--- src/dio_pkg.sv ---
// constants, object map and carrier types of the drive io/mode bank
// Overview of operation
// - input function codes: 2 positive limit, 8 e-stop, 64 probe two
// - reset selects: in1 probe one, in2 homing, in3 pos, in4 neg, in5 user
// - per-input debounce 50..60000 us, default 1000; change must hold
// - polarity word, bit0 is input one, 1 inverts, resets to 0
// - read-only input state word, bit0 is input one, resets to 0
// - after enable, wait 0..3000 ms (default 50), then free brake
// - after disable, wait engage delay 0..3000 ms (default 50) to stop pwm
// - mode 1 position, 3 velocity, 6 homing, 8 cyclic sync; reset 8
// - quick-stop code is 5 (slow ramp then hold); other values refused
// - no-motion reason: 23 unsupported mode, 30 velocity over range
// - position mode in-place source: 0 planner done, 10 drive; default 0
// - ten alarm entries, first is newest, each limited to 0..32767
// - read-only last error code shows newest error, resets to 0
package dio_pkg;
   localparam int DIO_NUM_IN = 5;
   localparam int DIO_NUM_ALARM = 10;
   // timing
   localparam int DIO_CLK_PERIOD_NS = 100;
   localparam int DIO_US_NS = 1000;
   localparam int DIO_MS_US = 1000;
   localparam int DIO_CYC_PER_US = DIO_US_NS / DIO_CLK_PERIOD_NS;
   // object indices
   localparam logic [15:0] IDX_FUNC_SEL = 16'h2152;
   localparam logic [15:0] IDX_FILTER = 16'h2153;
   localparam logic [15:0] IDX_POLARITY = 16'h2154;
   localparam logic [15:0] IDX_IN_STATE = 16'h2155;
   localparam logic [15:0] IDX_INPLACE_SRC = 16'h2163;
   localparam logic [15:0] IDX_FW_VER = 16'h3100;
   localparam logic [15:0] IDX_ALARM_LIST = 16'h3FFE;
   localparam logic [15:0] IDX_BRAKE_REL = 16'h4003;
   localparam logic [15:0] IDX_BRAKE_ENG = 16'h4004;
   localparam logic [15:0] IDX_INT_ENABLE = 16'h5001;
   localparam logic [15:0] IDX_SLV_CTRL = 16'h5002;
   localparam logic [15:0] IDX_SLV_DATA = 16'h5003;
   localparam logic [15:0] IDX_WD_COUNT = 16'h5004;
   localparam logic [15:0] IDX_WD_TIME = 16'h5010;
   localparam logic [15:0] IDX_NO_MOTION = 16'h5013;
   localparam logic [15:0] IDX_VEL_LIMIT = 16'h5014;
   localparam logic [15:0] IDX_LAST_ERR = 16'h603F;
   localparam logic [15:0] IDX_CTRL_WORD = 16'h6040;
   localparam logic [15:0] IDX_STATE_WORD = 16'h6041;
   localparam logic [15:0] IDX_QUICK_STOP = 16'h605A;
   localparam logic [15:0] IDX_OP_MODE = 16'h6060;
   // input function codes
   localparam logic [15:0] FN_HOMING = 16'h0001;
   localparam logic [15:0] FN_POS_LIMIT = 16'h0002;
   localparam logic [15:0] FN_NEG_LIMIT = 16'h0004;
   localparam logic [15:0] FN_ESTOP = 16'h0008;
   localparam logic [15:0] FN_USER = 16'h0010;
   localparam logic [15:0] FN_PROBE1 = 16'h0020;
   localparam logic [15:0] FN_PROBE2 = 16'h0040;
   // reset values and ranges
   localparam logic [15:0] FUNC_RST [DIO_NUM_IN] =
      '{16'h0020, 16'h0001, 16'h0002, 16'h0004, 16'h0010};
   localparam logic [15:0] FILTER_RST = 16'h03E8;
   localparam logic [15:0] FILTER_MIN = 16'h0032;
   localparam logic [15:0] FILTER_MAX = 16'hEA60;
   localparam logic [15:0] BRAKE_RST = 16'h0032;
   localparam logic [15:0] BRAKE_MAX = 16'h0BB8;
   localparam logic [15:0] VEL_LIMIT_RST = 16'h0640;
   localparam logic [15:0] VEL_LIMIT_MAX = 16'h0BB8;
   localparam logic [15:0] QUICK_STOP_RST = 16'h0005;
   localparam logic [15:0] INPLACE_PLAN = 16'h0000;
   localparam logic [15:0] INPLACE_DRIVE = 16'h000A;
   localparam logic [15:0] ALARM_MAX = 16'h7FFF;
   // operating modes and no-motion reasons
   localparam logic [7:0] MODE_POSITION = 8'h01;
   localparam logic [7:0] MODE_VELOCITY = 8'h03;
   localparam logic [7:0] MODE_HOMING = 8'h06;
   localparam logic [7:0] MODE_CYCLIC_SYNC_POSITION = 8'h08;
   localparam logic [7:0] MODE_RST = 8'h08;
   localparam logic [15:0] REASON_NONE = 16'h0000;
   localparam logic [15:0] REASON_MODE = 16'h0017;
   localparam logic [15:0] REASON_VELOCITY = 16'h001E;

   typedef struct packed {
      logic valid;
      logic write;
      logic [15:0] index;
      logic [7:0] subindex;
      logic [15:0] wdata;
   } dio_req_t;

   typedef struct packed {
      logic valid;
      logic err;
      logic [15:0] rdata;
   } dio_rsp_t;

   typedef struct packed {
      logic homing;
      logic pos_limit;
      logic neg_limit;
      logic estop;
      logic probe1;
      logic probe2;
      logic [DIO_NUM_IN-1:0] user;
   } dio_func_t;
endpackage

--- src/dio_alarm_hist.sv ---
// alarm history store, newest entry first, registered read
`timescale 1ns/10ps
module dio_alarm_hist #(
   parameter int DEPTH = 10,
   parameter int WIDTH = 15
) (
   // clock and reset
   input wire logic clk,
   input wire logic nrst,
   // new alarm, shifts the history down
   input wire logic push,
   input wire logic [WIDTH-1:0] push_data,
   // direct entry write
   input wire logic wr_en,
   input wire logic [3:0] wr_addr,
   input wire logic [WIDTH-1:0] wr_data,
   // read port
   input wire logic [3:0] rd_addr,
   output logic [WIDTH-1:0] rd_data
);
   logic [WIDTH-1:0] entry [DEPTH];

   if (DEPTH < 1 || DEPTH > 16) begin : g_chk
      $error("dio_alarm_hist: DEPTH must be 1..16");
   end

   for (genvar k = 0; k < DEPTH; k++)
   begin : g_ent
      // a push beats a direct write to keep the newest alarm
      always_ff @(posedge clk)
      begin
         if (!nrst)
            entry[k] <= '0;
         else if (push)
            entry[k] <= (k == 0) ? push_data : entry[(k == 0) ? 0 : k - 1];
         else if (wr_en && wr_addr == 4'(k))
            entry[k] <= wr_data;
      end
   end

   wire rd_in_range = int'(rd_addr) < DEPTH;

   always_ff @(posedge clk)
   begin
      if (!nrst)
         rd_data <= '0;
      else
         rd_data <= rd_in_range ? entry[rd_addr] : '0;
   end
endmodule

--- src/dio_bank.sv ---
// io, brake and mode object bank of the stepper drive
`timescale 1ns/10ps
module dio_bank
   import dio_pkg::*;
#(
   parameter int TICKS_PER_US = dio_pkg::DIO_CYC_PER_US,
   parameter int US_PER_MS = dio_pkg::DIO_MS_US,
   parameter logic [15:0] FW_DRIVE_VER = 16'h0001, // arbitrary value
   parameter logic [15:0] FW_LOGIC_VER = 16'h0002, // arbitrary value
   parameter logic [15:0] FW_BUS_VER = 16'h0003 // arbitrary value
) (
   // clock and reset
   input wire logic clk,
   input wire logic nrst,
   // object access from the fieldbus side
   input dio_pkg::dio_req_t req,
   output dio_pkg::dio_rsp_t rsp,
   // digital input pins
   input wire logic [dio_pkg::DIO_NUM_IN-1:0] din_pin,
   // status from the motion core
   input wire logic drive_enable,
   input wire logic plan_done,
   input wire logic drive_inplace,
   input wire logic [15:0] cmd_velocity,
   input wire logic [15:0] state_word_in,
   input wire logic [15:0] slave_data_in,
   input wire logic [15:0] watchdog_count_in,
   input wire logic alarm_valid,
   input wire logic [14:0] alarm_code,
   input wire logic error_valid,
   input wire logic [15:0] error_code_in,
   // decoded input functions
   output dio_pkg::dio_func_t func_out,
   // brake and power stage
   output logic brake_release,
   output logic pwm_on,
   // motion settings
   output logic in_place,
   output logic quick_stop_slow,
   output logic [7:0] mode_out,
   output logic [15:0] control_word_out,
   output logic [15:0] slave_ctrl_out,
   output logic [15:0] watchdog_time_out,
   output logic [15:0] velocity_limit_out,
   // nonvolatile store request
   output logic store_req,
   output logic [15:0] store_index
);
   import dio_pkg::*;

   if (TICKS_PER_US < 1 || TICKS_PER_US > 65535) begin : g_chk_us
      $error("dio_bank: TICKS_PER_US must be 1..65535");
   end
   if (US_PER_MS < 1 || US_PER_MS > 65535) begin : g_chk_ms
      $error("dio_bank: US_PER_MS must be 1..65535");
   end

   typedef enum logic [1:0] {ST_OFF, ST_REL_WAIT, ST_RUN, ST_ENG_WAIT}
      dio_brake_t;

   // parameter storage
   logic [15:0] func_sel [DIO_NUM_IN];
   logic [15:0] filter_time [DIO_NUM_IN];
   logic [15:0] polarity;
   logic [15:0] inplace_src;
   logic [15:0] brake_rel_dly;
   logic [15:0] brake_eng_dly;
   logic [15:0] quick_stop_code;
   logic [15:0] last_error;
   logic [15:0] no_motion;
   logic [DIO_NUM_IN-1:0] in_state;

   // time base
   logic [15:0] us_div;
   logic [15:0] ms_div;
   logic [15:0] ms_cnt;
   wire us_tick = us_div == 16'(TICKS_PER_US - 1);

   always_ff @(posedge clk)
   begin
      if (!nrst)
         us_div <= 16'h0000;
      else
         us_div <= us_tick ? 16'h0000 : us_div + 16'h0001;
   end

   // pin synchronisers and debounce filters
   logic [DIO_NUM_IN-1:0] pin_s1;
   logic [DIO_NUM_IN-1:0] pin_s2;

   always_ff @(posedge clk)
   begin
      if (!nrst)
      begin
         pin_s1 <= '0;
         pin_s2 <= '0;
      end
      else
      begin
         pin_s1 <= din_pin;
         pin_s2 <= pin_s1;
      end
   end

   for (genvar i = 0; i < DIO_NUM_IN; i++)
   begin : g_in
      logic [15:0] stable_us;
      logic filt;
      wire level = pin_s2[i] ^ polarity[i];
      wire done = {1'b0, stable_us} + 17'h00001 >= {1'b0, filter_time[i]};

      // change accepted only after holding for the filter time
      always_ff @(posedge clk)
      begin
         if (!nrst)
         begin
            stable_us <= 16'h0000;
            filt <= 1'b0;
         end
         else if (level == filt)
            stable_us <= 16'h0000;
         else if (us_tick && done)
         begin
            filt <= level;
            stable_us <= 16'h0000;
         end
         else if (us_tick)
            stable_us <= stable_us + 16'h0001;
      end
      assign in_state[i] = filt;
   end

   // input function decode
   dio_func_t next_func;

   always_comb
   begin
      next_func = '0;
      for (int i = 0; i < DIO_NUM_IN; i++)
      begin
         if (in_state[i])
         begin
            next_func.homing |= func_sel[i] == FN_HOMING;
            next_func.pos_limit |= func_sel[i] == FN_POS_LIMIT;
            next_func.neg_limit |= func_sel[i] == FN_NEG_LIMIT;
            next_func.estop |= func_sel[i] == FN_ESTOP;
            next_func.probe1 |= func_sel[i] == FN_PROBE1;
            next_func.probe2 |= func_sel[i] == FN_PROBE2;
            next_func.user[i] = func_sel[i] == FN_USER;
         end
      end
   end

   // request decode
   wire [15:0] wd = req.wdata;
   wire [7:0] sub = req.subindex;
   wire sub0 = sub == 8'h00;
   wire sub_in = sub >= 8'h01 && sub <= 8'(DIO_NUM_IN);
   wire sub_fw = sub >= 8'h01 && sub <= 8'h03;
   wire sub_al = sub >= 8'h01 && sub <= 8'(DIO_NUM_ALARM);
   wire [2:0] in_idx = sub_in ? 3'(sub - 8'h01) : 3'h0;
   wire [3:0] al_idx = sub_al ? 4'(sub - 8'h01) : 4'h0;
   wire func_ok = wd == 16'h0000 || wd == FN_HOMING || wd == FN_POS_LIMIT ||
      wd == FN_NEG_LIMIT || wd == FN_ESTOP || wd == FN_USER ||
      wd == FN_PROBE1 || wd == FN_PROBE2;
   wire filt_ok = wd >= FILTER_MIN && wd <= FILTER_MAX;
   wire brake_ok = wd <= BRAKE_MAX;
   wire inpl_ok = wd == INPLACE_PLAN || wd == INPLACE_DRIVE;
   wire qs_ok = wd == QUICK_STOP_RST;
   wire mode_ok = wd[15:8] == 8'h00;
   wire vlim_ok = wd <= VEL_LIMIT_MAX;
   wire alarm_ok = wd <= ALARM_MAX;
   wire [14:0] alarm_rd;
   logic acc_err;
   logic is_alarm;
   logic [15:0] rd_val;

   always_comb
   begin
      acc_err = 1'b0;
      is_alarm = 1'b0;
      rd_val = 16'h0000;
      unique case (req.index)
         IDX_FUNC_SEL:
         begin
            acc_err = !sub_in || (req.write && !func_ok);
            rd_val = func_sel[in_idx];
         end
         IDX_FILTER:
         begin
            acc_err = !sub_in || (req.write && !filt_ok);
            rd_val = filter_time[in_idx];
         end
         IDX_POLARITY:
         begin
            acc_err = !sub0;
            rd_val = polarity;
         end
         IDX_INPLACE_SRC:
         begin
            acc_err = !sub0 || (req.write && !inpl_ok);
            rd_val = inplace_src;
         end
         IDX_ALARM_LIST:
         begin
            acc_err = !sub_al || (req.write && !alarm_ok);
            is_alarm = 1'b1;
         end
         IDX_BRAKE_REL:
         begin
            acc_err = !sub0 || (req.write && !brake_ok);
            rd_val = brake_rel_dly;
         end
         IDX_BRAKE_ENG:
         begin
            acc_err = !sub0 || (req.write && !brake_ok);
            rd_val = brake_eng_dly;
         end
         IDX_QUICK_STOP:
         begin
            acc_err = !sub0 || (req.write && !qs_ok);
            rd_val = quick_stop_code;
         end
         IDX_OP_MODE:
         begin
            acc_err = !sub0 || (req.write && !mode_ok);
            rd_val = {8'h00, mode_out};
         end
         IDX_VEL_LIMIT:
         begin
            acc_err = !sub0 || (req.write && !vlim_ok);
            rd_val = velocity_limit_out;
         end
         IDX_CTRL_WORD:
         begin
            acc_err = !sub0;
            rd_val = control_word_out;
         end
         IDX_SLV_CTRL:
         begin
            acc_err = !sub0;
            rd_val = slave_ctrl_out;
         end
         IDX_WD_TIME:
         begin
            acc_err = !sub0;
            rd_val = watchdog_time_out;
         end
         IDX_FW_VER:
         begin
            acc_err = !sub_fw || req.write;
            rd_val = sub == 8'h01 ? FW_DRIVE_VER :
               sub == 8'h02 ? FW_LOGIC_VER : FW_BUS_VER;
         end
         // read-only objects refuse any write
         IDX_IN_STATE:
         begin
            acc_err = !sub0 || req.write;
            rd_val = 16'(in_state);
         end
         IDX_INT_ENABLE:
         begin
            acc_err = !sub0 || req.write;
            rd_val = {15'h0000, pwm_on};
         end
         IDX_SLV_DATA:
         begin
            acc_err = !sub0 || req.write;
            rd_val = slave_data_in;
         end
         IDX_WD_COUNT:
         begin
            acc_err = !sub0 || req.write;
            rd_val = watchdog_count_in;
         end
         IDX_NO_MOTION:
         begin
            acc_err = !sub0 || req.write;
            rd_val = no_motion;
         end
         IDX_LAST_ERR:
         begin
            acc_err = !sub0 || req.write;
            rd_val = last_error;
         end
         IDX_STATE_WORD:
         begin
            acc_err = !sub0 || req.write;
            rd_val = state_word_in;
         end
         default:
            acc_err = 1'b1;
      endcase
   end

   wire wr_take = req.valid && req.write && !acc_err;
   wire saved_obj = req.index == IDX_FUNC_SEL || req.index == IDX_FILTER ||
      req.index == IDX_POLARITY || req.index == IDX_INPLACE_SRC ||
      req.index == IDX_ALARM_LIST || req.index == IDX_BRAKE_REL ||
      req.index == IDX_BRAKE_ENG;
   wire alarm_wr = wr_take && req.index == IDX_ALARM_LIST;

   // parameter writes
   always_ff @(posedge clk)
   begin
      if (!nrst)
      begin
         for (int i = 0; i < DIO_NUM_IN; i++)
         begin
            func_sel[i] <= FUNC_RST[i];
            filter_time[i] <= FILTER_RST;
         end
         polarity <= 16'h0000;
         inplace_src <= INPLACE_PLAN;
         brake_rel_dly <= BRAKE_RST;
         brake_eng_dly <= BRAKE_RST;
         quick_stop_code <= QUICK_STOP_RST;
         mode_out <= MODE_RST;
         velocity_limit_out <= VEL_LIMIT_RST;
         control_word_out <= 16'h0000;
         slave_ctrl_out <= 16'h0000;
         watchdog_time_out <= 16'h0000;
      end
      else if (wr_take)
      begin
         unique case (req.index)
            IDX_FUNC_SEL: func_sel[in_idx] <= wd;
            IDX_FILTER: filter_time[in_idx] <= wd;
            IDX_POLARITY: polarity <= wd;
            IDX_INPLACE_SRC: inplace_src <= wd;
            IDX_BRAKE_REL: brake_rel_dly <= wd;
            IDX_BRAKE_ENG: brake_eng_dly <= wd;
            IDX_QUICK_STOP: quick_stop_code <= wd;
            IDX_OP_MODE: mode_out <= wd[7:0];
            IDX_VEL_LIMIT: velocity_limit_out <= wd;
            IDX_CTRL_WORD: control_word_out <= wd;
            IDX_SLV_CTRL: slave_ctrl_out <= wd;
            IDX_WD_TIME: watchdog_time_out <= wd;
            default: ;
         endcase
      end
   end

   dio_alarm_hist #(
      .DEPTH(DIO_NUM_ALARM),
      .WIDTH(15)
   ) u_hist (
      .clk(clk),
      .nrst(nrst),
      .push(alarm_valid),
      .push_data(alarm_code),
      .wr_en(alarm_wr),
      .wr_addr(al_idx),
      .wr_data(wd[14:0]),
      .rd_addr(al_idx),
      .rd_data(alarm_rd)
   );

   // answer two edges after the request so the history read lines up
   logic p_valid;
   logic p_err;
   logic p_alarm;
   logic [15:0] p_data;

   always_ff @(posedge clk)
   begin
      if (!nrst)
      begin
         p_valid <= 1'b0;
         p_err <= 1'b0;
         p_alarm <= 1'b0;
         p_data <= 16'h0000;
         rsp <= '0;
      end
      else
      begin
         p_valid <= req.valid;
         p_err <= req.valid && acc_err;
         p_alarm <= is_alarm;
         p_data <= rd_val;
         rsp.valid <= p_valid;
         rsp.err <= p_err;
         rsp.rdata <= (p_valid && !p_err) ?
            (p_alarm ? {1'b0, alarm_rd} : p_data) : 16'h0000;
      end
   end

   // status and derived outputs
   wire mode_known = mode_out == MODE_POSITION || mode_out == MODE_VELOCITY ||
      mode_out == MODE_HOMING || mode_out == MODE_CYCLIC_SYNC_POSITION;
   wire [15:0] next_no_motion = !mode_known ? REASON_MODE :
      cmd_velocity > velocity_limit_out ? REASON_VELOCITY : REASON_NONE;
   wire next_in_place = mode_out == MODE_POSITION &&
      (inplace_src == INPLACE_DRIVE ? drive_inplace : plan_done);

   always_ff @(posedge clk)
   begin
      if (!nrst)
      begin
         last_error <= 16'h0000;
         no_motion <= REASON_NONE;
         in_place <= 1'b0;
         quick_stop_slow <= 1'b0;
         func_out <= '0;
         store_req <= 1'b0;
         store_index <= 16'h0000;
      end
      else
      begin
         if (error_valid)
            last_error <= error_code_in;
         no_motion <= next_no_motion;
         in_place <= next_in_place;
         quick_stop_slow <= quick_stop_code == QUICK_STOP_RST;
         func_out <= next_func;
         store_req <= wr_take && saved_obj;
         if (wr_take && saved_obj)
            store_index <= req.index;
      end
   end

   // brake sequencing, delays counted in whole ms from state entry
   dio_brake_t state;
   dio_brake_t next_state;
   wire ms_tick = us_tick && ms_div == 16'(US_PER_MS - 1);
   wire rel_done = ms_cnt >= brake_rel_dly;
   wire eng_done = ms_cnt >= brake_eng_dly;

   always_comb
   begin
      next_state = state;
      unique case (state)
         ST_OFF:
            if (drive_enable)
               next_state = ST_REL_WAIT;
         ST_REL_WAIT:
            if (!drive_enable)
               next_state = ST_ENG_WAIT;
            else if (rel_done)
               next_state = ST_RUN;
         ST_RUN:
            if (!drive_enable)
               next_state = ST_ENG_WAIT;
         ST_ENG_WAIT:
            if (drive_enable)
               next_state = ST_REL_WAIT;
            else if (eng_done)
               next_state = ST_OFF;
      endcase
   end

   always_ff @(posedge clk)
   begin
      if (!nrst)
      begin
         state <= ST_OFF;
         ms_div <= 16'h0000;
         ms_cnt <= 16'h0000;
         brake_release <= 1'b0;
         pwm_on <= 1'b0;
      end
      else
      begin
         state <= next_state;
         brake_release <= next_state == ST_RUN;
         pwm_on <= next_state != ST_OFF;
         if (next_state != state)
         begin
            ms_div <= 16'h0000;
            ms_cnt <= 16'h0000;
         end
         else if (ms_tick)
         begin
            ms_div <= 16'h0000;
            ms_cnt <= ms_cnt + 16'h0001;
         end
         else if (us_tick)
            ms_div <= ms_div + 16'h0001;
      end
   end
endmodule

--- config.mk ---
export PLATFORM = sky130hd
export DESIGN_NAME = dio_bank
export DESIGN_NICKNAME = d
export VERILOG_FILES = /design/src/dio_pkg.sv /design/src/dio_alarm_hist.sv /design/src/dio_bank.sv
export SDC_FILE = /design/constraint.sdc
export NUM_CORES = 2
export LEC_CHECK = 0
export BUFFER_PORTS_ARGS = -buffer_cell sky130_fd_sc_hd__buf_2
export CAP_MARGIN = 10
export CORE_UTILIZATION = 39
export DETAILED_ROUTE_END_ITERATION = 10
export PLACE_DENSITY = 0.57
export SYNTH_ARGS = -nofsm -noshare
export SYNTH_HDL_FRONTEND = slang
export SYNTH_SLANG_ARGS = --single-unit
--- constraint.sdc ---
create_clock -name clk -period 8.5 [get_ports clk]
set_input_delay 1.7 -clock clk [delete_from_list [all_inputs] [get_ports clk]]
set_output_delay 1.7 -clock clk [all_outputs]
set_load 0.03 [all_outputs]
==> results.sh <==
export IMPL_area_growth_pct=15.3
export IMPL_core_um2=102000
export IMPL_yosysSeqAreaShare_pct=49.8
export IMPL_ys_warn_count=0
export IMPL_ys_flop_type="edfxtp_1"
export IMPL_clockBufferDepth=3
export IMPL_dieArea_um2=105000
export IMPL_synth_edff_count=406
export IMPL_synth_xor_area_share_pct=4.36
export IMPL_synth_avg_cell_area_um2=9.83
export IMPL_reg2reg_depth=14
export IMPL_cp_endpoint="u_hist.entry[1][8]"
export IMPL_finalSetupViolCount=0
export IMPL_fin_crit_ns=6.31
export IMPL_clock_skew_ns=0.0502
export IMPL_fin_hold_ws_ns=0.434
export IMPL_fin_cells=5827
export IMPL_synth_top_area_cell="edfxtp_1"
export IMPL_routed_via_density=5.80
export IMPL_leakage_nw=18.3
export IMPL_drt_pass1_iterations=9
export IMPL_place_congestion=0.930
export IMPL_cp_data_required_time_ns=8.84
export IMPL_finalInstanceArea_um2=46800
export IMPL_htree_levels=3
export IMPL_synth_area_leaders="edfxtp_1 (30%), dfxtp_1 (20%), nand2_1 (4.7%), ha_1 (4.3%), mux2i_1 (4.2%)"
export IMPL_io_buffers=270
export IMPL_p_int_mw=6.71
export IMPL_die_w_um=325
export IMPL_switching_share_pct=23.9
export IMPL_cts_sinks=806
export IMPL_fin_crit_sh_pct=74.3
export IMPL_cts_setup_buffers=0
export IMPL_synthMuxAreaShare_pct=5.08
export IMPL_rows=117
export IMPL_synthAdderAreaFrac_pct=4.40
export IMPL_wire_per_inst_um=25.1
export IMPL_dr_first_iter_drc_count=4066
export IMPL_max_vdd_ir_drop_mv=0.133
export IMPL_dp_cells=5657
export IMPL_initial_core_util_pct=39.6
export IMPL_grt_pass1_wl_um=214000
export IMPL_synthArstFlopShare_pct=0
export IMPL_synth_compound_gate_area_share_pct=13.6
export IMPL_critical_path_class="primary input to flip-flop"
export IMPL_r2r_start="g_in[1].stable_us[0]"
export IMPL_grt_pass1_vias=32000
export IMPL_timing_rr_end="g_in[1].stable_us[1]"
export IMPL_post_dp_hpwl_um=104000
export IMPL_cts_root_buf="clkbuf_16"
export IMPL_synth_seq_cells=806
export IMPL_drv_cap=0
export IMPL_fill_cells=9850
export IMPL_pwr_share_comb_pct=5.8
export IMPL_clkTransAtPathRegs_ns=0.06
export IMPL_drt_antenna_violating_nets=0
export IMPL_synth_cell_types=91
export IMPL_clkLatencyLatePin_ns=0.68
export IMPL_pre_cts_ws_ns=1.70
export IMPL_crit_start="req[16]"
export IMPL_seq_power_share_pct=48.5
export IMPL_synthesis_area_um2=40600
export IMPL_grt_usage_pct=26.9
export IMPL_cts_buffers=91
export IMPL_hold_buffers=0
export IMPL_drc=0
export IMPL_placed_cell_area_um2=43800
export IMPL_synth_top_family_by_area="simple AND/OR/NAND/NOR gates"
export IMPL_endpoint_kind="flip-flop"
export IMPL_rsz0062_at_grt="false"
export IMPL_yosys_area_share_simple_pct=18.3
export IMPL_worst_slack_ns=2.19
export IMPL_switchingPower_mw=2.11
export IMPL_cts_resized=0
export IMPL_vias=33800
export IMPL_timing_slew_headroom_pct=13.7
export IMPL_power_density_nw_per_um2=189
export IMPL_status="complete, no violations"
export IMPL_antenna_found_initial=5
export IMPL_worstPathArrival_ns=6.65
export IMPL_gr_total_overflow=0
export IMPL_finalHoldViolCount=0
export IMPL_p_clk_share_pct=45.7
export IMPL_hp_class="flip-flop to flip-flop"
export IMPL_critPathMaxFanout=81
export IMPL_final_nets=4672
export IMPL_max_freq_mhz=158
export IMPL_pin_count=271
export IMPL_p_total_mw=8.82
export IMPL_wl_um=146000
export IMPL_critPathLaunchType="primary input"
export IMPL_worst_pin_slew_ns=1.28
export IMPL_tns_ns=0
export IMPL_fin_util_pct=45.6
export IMPL_reg2reg_slack_ns=3.76
export IMPL_yosys_area_top_type_share_pct=30.0
export IMPL_layout_drive_gt1_share_pct=13.8
export IMPL_cts_tree="done"
export IMPL_grt_max_degree=165
export IMPL_syn_instance_count=4127
export IMPL_die_h_um=325
export IMPL_finalMaxSlewViolations=0
power by group through the flow:
stage	registers [mW]	clock network (mW)	logic, mW
final	4.28	4.03	0.516
after global routing	4.29	4.24	0.551
after CTS	4.28	4.09	0.509
after detailed placement	4.36	0	0.507
after global placement	4.36	0	0.504
after floorplan	4.32	0	0.292
cell type report:
type	instances	area (um^2)	share of cell area, %
Timing Repair Buffer	380	2200	4.69
Multi-Input combinational cell	2920	19000	40.5
Clock inverter	34	349	0.746
Inverter	183	687	1.47
Tap cell	1368	1710	3.66
Clock buffer	133	2670	5.71
Sequential cell	806	20200	43.2
Antenna cell	3	7.51	0.0160
sequential cells by signal (all words and copies together), names as in the netlist, 16 cells and up:
name                flops
brake_eng_dly          16
brake_rel_dly          16
control_word_out       16
filter_time           128
func_sel              128
g_in.stable_us         80
inplace_src            16
last_error             16
ms_cnt                 16
ms_div                 16
p_data                 16
polarity               16
quick_stop_code        16
rsp                    18
slave_ctrl_out         16
store_index            16
u_hist.entry          150
us_div                 16
velocity_limit_out     16
watchdog_time_out      16
critical path, stage by stage:
cell and delay [ns]:
buf_2 0.08, buf_4 0.29, clkinv_1 0.15, ha_1 0.33
xnor2_1 0.64, o211ai_1 0.36, a32oi_1 0.31, o221ai_1 0.16
a221oi_2 0.30, o2111ai_4 0.58, or3_2 0.63, buf_4 0.39
o31ai_2 0.34, buf_4 0.30
layout by cell type (no fill, tap or decap), types with 43 or more instances in the layout:
master / instances
xnor2_1: 90
and2_1: 91
nand2_1: 508
nor2_1: 309
xor2_1: 112
nor3_1: 98
a21oi_1: 154
edfxtp_1: 406
o21ai_0: 213
ha_1: 140
o31ai_1: 63
buf_2: 269
conb_1: 45
mux2i_1: 172
and3_1: 67
inv_1: 181
clkbuf_16: 96
a2111oi_0: 43
dfxtp_1: 400
nand4_1: 44
nor4_1: 50
buf_4: 109
nand3_1: 91
nand2b_1: 53
cell usage after synthesis, drive strengths merged, types with 5 or more instances:
cell type and count:
nand2 510, edfxtp 406, dfxtp 400, nor2 310, o21ai 222, clkbuf 204, inv 182, mux2i 172
a21oi 155, ha 141, xor2 112, nor3 104, nand3 95, and2 92, xnor2 90, o31ai 75
and3 67, nor4 60, buf 58, nand2b 53, a2111oi 49, nand4 46, o22ai 39, a22o 37
nor2b 35, a221oi 34, a31oi 33, a22oi 30, a32o 30, mux2 30, a21o 25, or3 22
a222oi 20, and4 19, or4 19, nand3b 15, nor4b 14, o21a 11, a41oi 10, nand4b 9
o211ai 9, nor3b 8, nor4bb 7, a211oi 5
logic make-up after synthesis:
family	Yosys count
other	1
xor gates and xnor gates	202
and+or+nand+nor	1505
DFF	806
muxes	202
adders and majority gates	143
buffers and inverters	445
AOI/OAI and AO/OA	823
metal layers:
layer  vias up  share of wire [%]  global-route usage (%)
met3       282                7.6                    4.41
li1      15500                  -                       -
met2      1528                 45                    42.0
met1     16500                 44                    37.4
met5         -              0.016                       0
met4         4                3.8                    10.1
worst min path at each step:
stage | from | slack [ns] | to | depth (start not counted)
detailed placement | pin_s1[2] | 0.42 | pin_s2[2] | 1
global placement | pin_s1[1] | 0.42 | pin_s2[1] | 1
CTS | pin_s1[1] | 0.43 | pin_s2[1] | 1
floorplan | quick_stop_code[14] | 0.41 | quick_stop_slow | 1
finish | pin_s1[1] | 0.43 | pin_s2[1] | 1
global route | pin_s1[1] | 0.45 | pin_s2[1] | 1
Note: power is estimated with default switching activity, not from simulation.
